## src/shared/gss_pkg.sv

```systemverilog
// constants and types for the servo gain set selector
// ------------------------------------------------------------
// Contract
// both switched-set conditions true: the second switched set wins
// primary source: 0 off, 1 signal/command, 2 freq, 3 droop, 4 speed, 5 direction
// level sources: polarity 0 means at/above threshold, 1 at/below
// signal source: polarity 0 active while signal on, 1 while off
// direction source: polarity 0 on negative command, 1 on positive
// time-constant disable: 0 always smooth, 1 skip entering, 2 skip returning
// second-set source: 0 off, 1 own signal/command, 2 primary source vs threshold 2
// second-set same-source with signal primary: second set follows the signal
// stop enable gates second set while stopped; direction source, position modes only
// second threshold zero: never enter second set by comparison
// software programs second threshold above the first
// sources 2,3,4 compare frequency, droop or speed against first threshold
// every transition passes a first-order lag, own time constant per set; code skips the lag under R6 bypass or a zero time constant
// software raises first time constant if switching is rough
// switching only in manual gain adjustment mode, code 3
// original set held after reset until a condition first holds
// ------------------------------------------------------------
`default_nettype none

package gss_pkg;

  localparam logic [3:0] SRC_OFF        = 4'h0;
  localparam logic [3:0] SRC_SIGNAL     = 4'h1;
  localparam logic [3:0] SRC_CMD_FREQ   = 4'h2;
  localparam logic [3:0] SRC_DROOP      = 4'h3;
  localparam logic [3:0] SRC_SPEED      = 4'h4;
  localparam logic [3:0] SRC_DIRECTION  = 4'h5;

  localparam logic       POL_HIGH_ON    = 1'h0;
  localparam logic       POL_LOW_ON     = 1'h1;

  localparam logic [3:0] TCD_ALWAYS     = 4'h0;
  localparam logic [3:0] TCD_NO_ENTRY   = 4'h1;
  localparam logic [3:0] TCD_NO_RETURN  = 4'h2;

  localparam logic [3:0] SET2_OFF       = 4'h0;
  localparam logic [3:0] SET2_SIGNAL    = 4'h1;
  localparam logic [3:0] SET2_SAME      = 4'h2;

  localparam logic [3:0] MODE_MANUAL    = 4'h3;

  localparam int         WGT_W          = 16;
  localparam int         TC_W           = 16;
  localparam logic [WGT_W-1:0] WGT_ZERO = 16'h0000;
  localparam logic [WGT_W-1:0] WGT_FULL = 16'hFFFF;
  localparam logic [WGT_W-1:0] RST_WEIGHT = 16'h0000;

  localparam int         CLK_PERIOD_NS  = 10;
  localparam int         MS_IN_NS       = 1000000;
  localparam int         TICK_CYCLES    = MS_IN_NS / CLK_PERIOD_NS;
  localparam int         TICK_CNT_W     = 20;
  localparam logic [TICK_CNT_W-1:0] RST_TICK_CNT = 20'h00000;

  typedef enum logic [1:0] {
    GSS_SET_ORIG,
    GSS_SET_1,
    GSS_SET_2
  } gss_set_t;

  localparam gss_set_t   RST_SET        = GSS_SET_ORIG;

endpackage

`default_nettype wire

```

## src/shared/gss_lag_if.sv

```systemverilog
// link between the selector and one first-order lag filter
`default_nettype none

interface gss_lag_if;
  import gss_pkg::*;

  logic                   tick;
  logic                   target_full;
  logic                   bypass;
  logic [TC_W-1:0]        tc;
  logic [WGT_W-1:0]       weight;

  modport ctrl (output tick, output target_full, output bypass, output tc, input weight);
  modport filt (input tick, input target_full, input bypass, input tc, output weight);
endinterface

`default_nettype wire

```

## src/design/gss_lag_filter.sv

```systemverilog
// first-order lag that moves one blend weight toward empty or full
`default_nettype none

module gss_lag_filter
  import gss_pkg::*;
(
  input  wire logic   clock,
  input  wire logic   sys_rst,
  gss_lag_if.filt     lag
);

  logic [WGT_W-1:0] weight_reg;
  logic [WGT_W-1:0] weight_next;

  // ------------------------------------------------------------
  // euler step per millisecond: w += (goal - w) / tc
  // ------------------------------------------------------------
  always_comb begin
    logic [WGT_W-1:0]        goal;
    logic signed [WGT_W+1:0] diff;
    logic signed [WGT_W+1:0] divisor;
    logic signed [WGT_W+1:0] step;
    logic signed [WGT_W+1:0] sum;
    goal    = lag.target_full ? WGT_FULL : WGT_ZERO;
    diff    = $signed({2'b00, goal}) - $signed({2'b00, weight_reg});
    // zero guard only; a zero constant bypasses below
    divisor = (lag.tc == '0) ? 18'sh00001 : $signed({2'b00, lag.tc});
    step    = diff / divisor;
    // never stall short of the goal on truncation
    if (step == '0 && diff > 0) begin
      step = 18'sh00001;
    end else if (step == '0 && diff < 0) begin
      step = -18'sh00001;
    end
    sum         = $signed({2'b00, weight_reg}) + step;
    weight_next = weight_reg;
    if (lag.bypass || lag.tc == '0) begin
      weight_next = goal;
    end else if (lag.tick) begin
      weight_next = sum[WGT_W-1:0];
    end
  end

  always_ff @(posedge clock or posedge sys_rst) begin
    if (sys_rst) begin
      weight_reg <= RST_WEIGHT;
    end else begin
      weight_reg <= weight_next;
    end
  end

  assign lag.weight = weight_reg;

endmodule

`default_nettype wire

```

## src/design/gss_selector.sv

```systemverilog
// servo gain set selector: decides the active set and smooths the change
`default_nettype none

module gss_selector
  import gss_pkg::*;
#(
  parameter int MEAS_W          = 32,
  parameter int TICK_CYCLES_P   = TICK_CYCLES
)(
  input  wire logic                clock,
  input  wire logic                sys_rst,
  // configuration
  input  wire logic [3:0]          gain_adjust_mode_select,
  input  wire logic [3:0]          primary_source_select,
  input  wire logic                primary_polarity_select,
  input  wire logic [3:0]          time_constant_disable_select,
  input  wire logic [3:0]          set2_source_select,
  input  wire logic                set2_stop_enable,
  input  wire logic [MEAS_W-1:0]   set1_threshold_param,
  input  wire logic [MEAS_W-1:0]   set2_threshold_param,
  input  wire logic [TC_W-1:0]     set1_time_constant_param,
  input  wire logic [TC_W-1:0]     set2_time_constant_param,
  // switching requests
  input  wire logic                gain_set1_request_input,
  input  wire logic                gain_set1_request_cmd,
  input  wire logic                gain_set2_request_input,
  input  wire logic                gain_set2_request_cmd,
  // loop state, magnitudes already absolute
  input  wire logic [MEAS_W-1:0]   cmd_frequency,
  input  wire logic [MEAS_W-1:0]   droop_pulses,
  input  wire logic [MEAS_W-1:0]   motor_speed,
  input  wire logic                cmd_dir_negative,
  input  wire logic                cmd_dir_positive,
  input  wire logic                motor_stopped,
  input  wire logic                position_mode,
  // results
  output logic [1:0]               active_set,
  output logic                     set1_enabled_status,
  output logic                     set2_enabled_status,
  output logic                     switching_allowed,
  output logic [WGT_W-1:0]         set1_weight,
  output logic [WGT_W-1:0]         set2_weight
);

  // ------------------------------------------------------------
  // helpers
  // ------------------------------------------------------------
  function automatic logic level_hit(
    input logic [MEAS_W-1:0] meas,
    input logic [MEAS_W-1:0] thr,
    input logic              pol
  );
    logic hit;
    hit = 1'b0;
    if (pol == POL_HIGH_ON) begin
      hit = (meas >= thr);
    end else begin
      hit = (meas <= thr);
    end
    return hit;
  endfunction

  function automatic logic apply_pol(
    input logic level,
    input logic pol
  );
    return (pol == POL_HIGH_ON) ? level : ~level;
  endfunction

  // ------------------------------------------------------------
  // pin synchronisers
  // ------------------------------------------------------------
  logic [1:0] req1_sync_reg;
  logic [1:0] req1_sync_next;
  logic [1:0] req2_sync_reg;
  logic [1:0] req2_sync_next;

  always_comb begin
    req1_sync_next = {req1_sync_reg[0], gain_set1_request_input};
    req2_sync_next = {req2_sync_reg[0], gain_set2_request_input};
  end

  always_ff @(posedge clock or posedge sys_rst) begin
    if (sys_rst) begin
      req1_sync_reg <= 2'h0;
      req2_sync_reg <= 2'h0;
    end else begin
      req1_sync_reg <= req1_sync_next;
      req2_sync_reg <= req2_sync_next;
    end
  end

  logic sig1;
  logic sig2;
  assign sig1 = req1_sync_reg[1] | gain_set1_request_cmd;
  assign sig2 = req2_sync_reg[1] | gain_set2_request_cmd;

  // ------------------------------------------------------------
  // condition evaluation
  // ------------------------------------------------------------
  logic cond1_reg;
  logic cond1_next;
  logic cond2_reg;
  logic cond2_next;
  logic manual_reg;
  logic manual_next;

  always_comb begin
    logic [MEAS_W-1:0] meas;
    logic              dir_hit;
    logic              stop_block;
    meas       = '0;
    dir_hit    = 1'b0;
    stop_block = 1'b0;

    case (primary_source_select)
      SRC_CMD_FREQ: meas = cmd_frequency;
      SRC_DROOP:    meas = droop_pulses;
      SRC_SPEED:    meas = motor_speed;
      default:      meas = '0;
    endcase

    dir_hit = (primary_polarity_select == POL_HIGH_ON) ? cmd_dir_negative
                                                       : cmd_dir_positive;

    stop_block = position_mode && motor_stopped && !set2_stop_enable;


    case (primary_source_select)
      SRC_SIGNAL:    cond1_next = apply_pol(sig1, primary_polarity_select);
      SRC_CMD_FREQ,
      SRC_DROOP,
      SRC_SPEED:     cond1_next = level_hit(meas, set1_threshold_param,
                                            primary_polarity_select);
      SRC_DIRECTION: cond1_next = dir_hit;
      default:       cond1_next = 1'b0;
    endcase


    case (set2_source_select)
      SET2_SIGNAL: cond2_next = sig2;
      SET2_SAME: begin
        case (primary_source_select)
          SRC_SIGNAL:    cond2_next = apply_pol(sig1, primary_polarity_select);
          SRC_CMD_FREQ,
          SRC_DROOP,
          SRC_SPEED:     cond2_next = (set2_threshold_param != '0) &&
                                      level_hit(meas, set2_threshold_param,
                                                primary_polarity_select);
          SRC_DIRECTION: cond2_next = dir_hit && !stop_block;
          default:       cond2_next = 1'b0;
        endcase
      end
      default:     cond2_next = 1'b0;
    endcase

    manual_next = (gain_adjust_mode_select == MODE_MANUAL);
  end

  always_ff @(posedge clock or posedge sys_rst) begin
    if (sys_rst) begin
      cond1_reg  <= 1'b0;
      cond2_reg  <= 1'b0;
      manual_reg <= 1'b0;
    end else begin
      cond1_reg  <= cond1_next;
      cond2_reg  <= cond2_next;
      manual_reg <= manual_next;
    end
  end

  // ------------------------------------------------------------
  // active set decision
  // ------------------------------------------------------------
  gss_set_t set_reg;
  gss_set_t set_next;
  logic     stat1_reg;
  logic     stat1_next;
  logic     stat2_reg;
  logic     stat2_next;

  always_comb begin
    set_next = GSS_SET_ORIG;
    if (!manual_reg) begin
      set_next = GSS_SET_ORIG;
    end else if (cond2_reg) begin
      set_next = GSS_SET_2;
    end else if (cond1_reg) begin
      set_next = GSS_SET_1;
    end
    stat1_next = (set_next == GSS_SET_1);
    stat2_next = (set_next == GSS_SET_2);
  end

  always_ff @(posedge clock or posedge sys_rst) begin
    if (sys_rst) begin
      set_reg   <= RST_SET;
      stat1_reg <= 1'b0;
      stat2_reg <= 1'b0;
    end else begin
      set_reg   <= set_next;
      stat1_reg <= stat1_next;
      stat2_reg <= stat2_next;
    end
  end

  // ------------------------------------------------------------
  // millisecond tick for the lag filters
  // ------------------------------------------------------------
  logic [TICK_CNT_W-1:0] tick_cnt_reg;
  logic [TICK_CNT_W-1:0] tick_cnt_next;
  logic                  tick_reg;
  logic                  tick_next;

  always_comb begin
    tick_next = 1'b0;
    if (tick_cnt_reg >= TICK_CNT_W'(TICK_CYCLES_P - 1)) begin
      tick_cnt_next = RST_TICK_CNT;
      tick_next     = 1'b1;
    end else begin
      tick_cnt_next = tick_cnt_reg + 1'b1;
    end
  end

  always_ff @(posedge clock or posedge sys_rst) begin
    if (sys_rst) begin
      tick_cnt_reg <= RST_TICK_CNT;
      tick_reg     <= 1'b0;
    end else begin
      tick_cnt_reg <= tick_cnt_next;
      tick_reg     <= tick_next;
    end
  end

  // ------------------------------------------------------------
  // smoothing, one lag per switched set
  // ------------------------------------------------------------
  gss_lag_if lag1 ();
  gss_lag_if lag2 ();

  logic entering;
  logic returning;

  // entering means a switched set is the goal; returning means the original is
  assign entering  = (set_reg != GSS_SET_ORIG);
  assign returning = (set_reg == GSS_SET_ORIG);

  assign lag1.tick        = tick_reg;
  assign lag1.target_full = (set_reg == GSS_SET_1);
  assign lag1.tc          = set1_time_constant_param;
  assign lag2.tick        = tick_reg;
  assign lag2.target_full = (set_reg == GSS_SET_2);
  assign lag2.tc          = set2_time_constant_param;


  assign lag1.bypass = (time_constant_disable_select == TCD_NO_ENTRY  && entering) ||
                       (time_constant_disable_select == TCD_NO_RETURN && returning);
  assign lag2.bypass = (time_constant_disable_select == TCD_NO_ENTRY  && entering) ||
                       (time_constant_disable_select == TCD_NO_RETURN && returning);

  gss_lag_filter u_lag1 (
    .clock   (clock),
    .sys_rst (sys_rst),
    .lag     (lag1.filt)
  );

  gss_lag_filter u_lag2 (
    .clock   (clock),
    .sys_rst (sys_rst),
    .lag     (lag2.filt)
  );

  // ------------------------------------------------------------
  // outputs
  // ------------------------------------------------------------
  assign active_set          = set_reg;
  assign set1_enabled_status = stat1_reg;
  assign set2_enabled_status = stat2_reg;
  assign switching_allowed   = manual_reg;
  assign set1_weight         = lag1.weight;
  assign set2_weight         = lag2.weight;

endmodule

`default_nettype wire

```

## config.mk

```make
export PLATFORM = sky130hd
export DESIGN_NAME = gss_selector
export DESIGN_NICKNAME = d
export VERILOG_FILES = /design/src/shared/gss_pkg.sv /design/src/shared/gss_lag_if.sv /design/src/design/gss_lag_filter.sv /design/src/design/gss_selector.sv
export SDC_FILE = /design/constraint.sdc
export NUM_CORES = 1
export LEC_CHECK = 0
export ABC_AREA = 0
export BUFFER_PORTS_ARGS = -buffer_cell sky130_fd_sc_hd__buf_2
export CORE_MARGIN = 4
export CORE_UTILIZATION = 40
export CTS_CLUSTER_SIZE = 25
export DETAILED_ROUTE_END_ITERATION = 8
export GPL_TIMING_DRIVEN = 0
export HOLD_SLACK_MARGIN = 0.15
export PLACE_DENSITY_LB_ADDON = 0.2
export SLEW_MARGIN = 40
export SYNTH_ARGS = -nofsm -noshare
export SYNTH_HDL_FRONTEND = slang
export SYNTH_SLANG_ARGS = --single-unit
```

## constraint.sdc

```tcl
create_clock -name clock -period 105.3 [get_ports clock]
set_input_delay 21.06 -clock clock [delete_from_list [all_inputs] [get_ports clock]]
set_output_delay 21.06 -clock clock [all_outputs]
set_load 0.005 [all_outputs]
```

; ---- Word-level counts from Yosys, hierarchy flattened
; Index checks and enable logic that the tools add are counted.
[op_classes]
n_lt_le_gt_ge = 9
n_bitwise = 3
div = 2
reduce_logical = 25
muxes = 27
n_addsub = 5
n_eq_ne = 14
[op_table]
columns = operator, count
row1 = two-way mux 16 bit, 12
row2 = case mux 32 bit (3 select lines), 1
row3 = >= comparator 32 bit, 2
row4 = <= comparator 32 bit, 2
row5 = divider 18 x 18 -> 18 bit, 2
row6 = logical NOT 18 bit, 2
row7 = > comparator 17 x 1 -> 1 bit (second input constant), 2
row8 = less-than comparator 17 x 1 -> 1 bit (second input constant), 2
row9 = subtractor 16 x 16 -> 17 bit, 2
row10 = adder 16 bit, 2
row11 = logical NOT 16 bit, 2
row12 = nonzero test 32 bit, 1
row13 = adder 20 x 1 -> 20 bit (second input constant), 1
row14 = == test 4 x 2 -> 1 bit (second input constant), 5
row15 = >= comparator 20 x 17 -> 1 bit (second input constant), 1
row16 = two-way mux 20 bit, 1
row17 = == test 4 x 1 -> 1 bit (second input constant), 3
row18 = logical AND 1 bit, 10
row19 = == test 4 x 3 -> 1 bit (second input constant), 2
row20 = two-way mux 1 bit, 8
row21 = case mux 1 bit (3 select lines), 2
row22 = nonzero test 2 bit, 3
row23 = == test 2 x 1 -> 1 bit (second input constant), 2
row24 = == test 2 bit (second input constant), 2
row25 = 8 further kinds, 13
[totals]
word_cells = 97
reg_bits = 64
input_bits = 220
output_inout_bits = 37

; ---- Depth between registers and ports, before layout
[logic_depth]
depth_word = 11
mapped_depth = 200
ltp_nobuf = 190

; ---- Hierarchy
; Synthesis repeated with hierarchy kept, for this count alone.
[hier_totals]
cells_unflattened = 4027
hier_area_um2 = 28441.0
[modules_own_cells]
columns = module, instances, area_each_um2, cells_per_inst, seq_area_each_um2
row1 = gss_lag_filter at u_lag2, 1, 12477.0, 1806, 400.4
row2 = gss_lag_filter at u_lag1, 1, 12273.0, 1759, 400.4
row3 = gss_selector, 1, 3691.0, 462, 800.8

; ---- Worst setup path before layout
; OpenSTA, ideal clock, no wires.
[synth_timing]
path_kind = input-to-reg
startpoint = in set2_time_constant_param[15]
endpoint = reg u_lag2.weight_reg[15], in the netlist u_lag2.lag.weight[15]
path_slack_ps = 47748
required_time_ps = 105218
arrival_time_ps = 57469
setup_ps = 82
n_path_buf = 22
path_stages = 168
path_cell_list = buf_2 -> or3_1 -> clkbuf_1 -> nor2_2 -> nand2_1 -> nor3_1 -> or2_2 -> inv_1 -> ha_1 -> o21a_1 -> nor2_1 -> or3_1 -> a21o_1 -> ha_1 -> o211ai_1 -> and2_1 -> nor2_1 -> nand2_1 -> [... 132 more ...] -> nor2b_1 -> inv_1 -> ha_1 -> a21o_1 -> a21oi_1 -> o21ai_0 -> a21oi_1 -> o21ai_0 -> a21oi_1 -> o21ai_0 -> o41ai_1 -> o21a_1 -> o21a_1 -> nand2b_1 -> nor2_1 -> mux2_2 -> or3_1 -> a31oi_1
[synth_between]
elab_chain_len = 10
word_cells_on_any_way = 13
cone_classes = add/sub: 1 / div: 1 / mux: 5 / reduce/logical: 6
[synth_rtl]
columns = item, line_no
row1 = start: declaration, gss_selector.sv:22  ; input wire logic [TC_W-1:0] set2_time_constant_param,
row2 = logical NOT 16 bit, "gss_lag_filter.sv:27, gss_lag_filter.sv:37"
row3 = two-way mux 16 bit, gss_lag_filter.sv:27  ; divisor = (lag.tc == '0) ? 18'sh00001 : $signed({2'b00, lag.tc});
row4 = divider 18 x 18 -> 18 bit, gss_lag_filter.sv:28  ; step = diff / divisor;
row5 = logical NOT 18 bit, "gss_lag_filter.sv:30, gss_lag_filter.sv:32"
row6 = logical AND 1 bit, gss_lag_filter.sv:32  ; end else if (step == '0 && diff < 0) begin
row7 = two-way mux 16 bit, gss_lag_filter.sv:32
row8 = two-way mux 16 bit, gss_lag_filter.sv:30  ; if (step == '0 && diff > 0) begin
row9 = adder 16 bit, gss_lag_filter.sv:35  ; sum = $signed({2'b00, weight_reg}) + step;
row10 = two-way mux 16 bit, gss_lag_filter.sv:39  ; end else if (lag.tick) begin
row11 = two-way mux 16 bit, gss_lag_filter.sv:37  ; if (lag.bypass || lag.tc == '0) begin
row12 = end signal: assignment, gss_lag_filter.sv:48  ; weight_reg <= weight_next;
row13 = end: declaration, gss_lag_filter.sv:12  ; logic [WGT_W-1:0] weight_reg;
; Several ways; a longest one is shown, not always the timed one. The select of a mux whose other input is x is not followed.
; A chain may end at the register's enable or synchronous reset.

; ---- Worst setup path in the final report
[layout_timing]
startpoint = in set1_time_constant_param[13]
endpoint = reg u_lag1.weight_reg[15], in the netlist u_lag1.lag.weight[15]
[layout_between]
elab_chain_len = 10
word_cells_on_any_way = 13
cone_classes = add/sub: 1 / div: 1 / mux: 5 / reduce/logical: 6
[layout_rtl]
columns = item, line_no
row1 = start: declaration, gss_selector.sv:21  ; input wire logic [TC_W-1:0] set1_time_constant_param,
row2 = logical NOT 16 bit, "gss_lag_filter.sv:27, gss_lag_filter.sv:37"
row3 = two-way mux 16 bit, gss_lag_filter.sv:27
row4 = divider 18 x 18 -> 18 bit, gss_lag_filter.sv:28
row5 = logical NOT 18 bit, "gss_lag_filter.sv:30, gss_lag_filter.sv:32"
row6 = logical AND 1 bit, gss_lag_filter.sv:32
row7 = two-way mux 16 bit, gss_lag_filter.sv:32
row8 = two-way mux 16 bit, gss_lag_filter.sv:30
row9 = adder 16 bit, gss_lag_filter.sv:35
row10 = two-way mux 16 bit, gss_lag_filter.sv:39
row11 = two-way mux 16 bit, gss_lag_filter.sv:37
row12 = end signal: assignment, gss_lag_filter.sv:48
row13 = end: declaration, gss_lag_filter.sv:12
; Several ways; a longest one is shown, not always the timed one. The select of a mux whose other input is x is not followed.

==> metrics.md <==
| Metric | Value |
|---|---|
| Outcome | finished clean |
| GRT overflow | 0 |
| CP max stage delay | 690 ps |
| Crit-path max FO | 17 |
| Worst path slowest cell | o31ai_1 |
| Yosys warning count | 0 |
| Worst Hold Margin | ~350 ps |
| Post-CTS Resized | 0 |
| Layout cell share with drive strength beyond 1 | 0.107 |
| Vias per cell | ~6 |
| Row cnt | 97 |
| Die height | 273 µm |
| Vias in the first global route | 28922 |
| #FFs+latches synth | 64 |
| Cells after synthesis | 3994 |
| Seq/Total Area, Yosys | 0.0569 |
| Reg clk slew, reported paths | ~60 ps |
| CTS Buf Count | 9 |
| Yosys top cell area share | 0.211 |
| Min cycle time layout | between 60000 and 70000 ps |
| Final Hold Vio Count | 0 |
| Setup Skew | 7.09 ps |
| Core area | approximately 0.07 mm² |
| Final TNS setup | 0 ps |
| Final period util | 0.662 |
| Port buffer count | 253 |
| Top post-synthesis cells by area | ha_1 21%, a21oi_1 5.9%, dfrtp_1 5.7% |
| WL/cell | 18.6 µm |
| Worst EP arrival | 69940 ps |
| Worst skew pair latency | 330 ps |
| Slew headroom | 0.413 |
| Commonest non-fill, non-tap cells in the layout | 474 x ha_1, 364 x nand2_1, 333 x nor2_1, 330 x a21oi_1, 278 x o21ai_0 |
| H-tree Lvls | 3 |
| Endpoints failing setup | 0 |
| Max-cap viol count | 0 |
| Drt total wl | approximately 97 mm |
| Max Clk Rate | 14.3 MHz |
| Placement Setup Slack | approximately 37000 ps |
| Hold Crit Class | reg -> reg |
| Max reg flops | 20 |
| Fillers | about 7400 |
| Nets@finish | about 5000 |
| Hold buffer count at cts | 0 |
| Post-route DRC | 0 |
| Final Max Slew Viols | 0 |
| Layout area overhead | 10.1% |
| Longest Clk Path Bufs | 2 |
| Synth Cell Area | 0.0282 mm² |
| FFs w/ async S/R, synth | 1.00 |
| Primary FF master, synth | dfrtp_1 |
| Setup bufs post-CTS | 0 |
| Iter 0 DRT Violations | 2247 |
| Crit path capture type | flop |
| Total track usage | 0.250 |
| Initial antenna violation count | 3 |
| Number of synthesized flops with an enable pin | 0 |
| Post-route ant nets | 0 |
| Dominant cell type by area after synthesis | ha_1 |
| Most common cell after layout, fill and taps aside | ha_1 |
| CTS tree | yes |
| Die outline width | 273 µm |
| Setup CP Type | in -> reg |
| Yosys cell types | 104 |
| Largest net degree at the start of global routing | 34 |
| Unrepaired setup endpoints after global routing | no |
| Final worst slack | 35560 ps |
| CTS root buffer | clkbuf_16 |
| Routability congestion estimate | 0.938 |
| Clk sinks | between 60 and 70 |
| Drt pass-1 iters | 7 |
| Cell Area, Placed | 0.0307 mm² |
| Slew @ Worst Pin | 874 ps |
| First-pass GRT wire length | 154 mm |
| CP Data Required Time | around 110000 ps |
| Syn avg cell area | 7.05 µm² |
| Initial Util | 0.403 |
| Critical path launch point type | input port |
| Critical path's most frequent cell | ha_1 |
| Io pins | approximately 260 |
| Die ar. | 0.0747 mm² |
| Hpwl dp | 82.4 mm |
| DR vias | 30765 |
| Fin area | roughly 0.031 mm² |
==> final timing paths <==
kind	startpoint	to	slack (ps)	depth (start not counted)
min reg2reg	req1_sync_reg[0]	req1_sync_reg[1]	350	0
max	set1_time_constant_param[13]	u_lag1.lag.weight[15]	35560	181
max in group asynchronous	sys_rst	u_lag2.lag.weight[5]	84020	3
max reg2reg	active_set[1]	u_lag1.lag.weight[15]	54610	186
min in group asynchronous	sys_rst	u_lag1.lag.weight[0]	20750	2
min	req1_sync_reg[0]	req1_sync_reg[1]	350	0
==> metrics by stage <==
step / utilization / std cells
global route: 0.443 / 5209
CTS: 0.443 / 5208
detailed placement: 0.439 / 5192
finish: 0.443 / 5210
global placement: 0.438 / 5191
floorplan: - / 3998
==> synthesized netlist by cell type, drive strengths merged (39+ instances only) <==
cell / instances
dfrtp: 64
mux2i: 53
nor3: 140
xor2: 105
o31ai: 49
or2: 40
a21o: 127
or3: 47
nand4: 56
inv: 243
ha: 474
nand2: 364
clkbuf: 95
o211ai: 65
o21a: 112
a21oi: 332
mux2: 73
nor2: 335
a31oi: 55
nor2b: 39
xnor2: 144
nor4: 42
nand2b: 61
nand3: 94
o21ai: 295
a211oi: 46
and2: 52
==> worst max-delay path, delay by kind of cell <==
family / cells / cell delay [ps]
compound gates: 91 / 23130
simple gates: 44 / 10450
buf+inv: 25 / 8720
fa+ha+maj: 19 / 6100
mux: 1 / 210
xor+xnor: 1 / 130
==> metal layers <==
metal	share of wire	up-vias	wire (µm)	global-route usage
met5	0.000093	-	9	0
met4	0.026	2	2530	0.0621
li1	-	15494	-	-
met1	0.46	14224	44200	0.336
met3	0.060	151	5870	0.0302
met2	0.46	894	44500	0.427
==> cells by family after synthesis <==
kind of cell | synth area share
and+or+nand+nor | 0.239
AOI/OAI and AO/OA | 0.316
adders and majority gates | 0.213
buffers and inverters | 0.0491
xor gates and xnor gates | 0.0774
muxes | 0.0480
DFF | 0.0569
other | 0.000133
==> final cells by class <==
type / instances / area [µm²] / share of cell area
Multi-Input combinational cell: 3573 / 25200 / 0.814
Sequential cell: 64 / 1600 / 0.0517
Timing Repair Buffer: 254 / 1290 / 0.0415
Tap cell: 940 / 1180 / 0.0379
Inverter: 243 / 915 / 0.0295
Buffer: 118 / 472 / 0.0152
Clock buffer: 10 / 239 / 0.00771
Clock inverter: 6 / 82.6 / 0.00266
Antenna cell: 2 / 5.00 / 0.000161
Power is not shown: default switching activity piles up to over one toggle a cycle in this logic, so the estimate is an artifact.
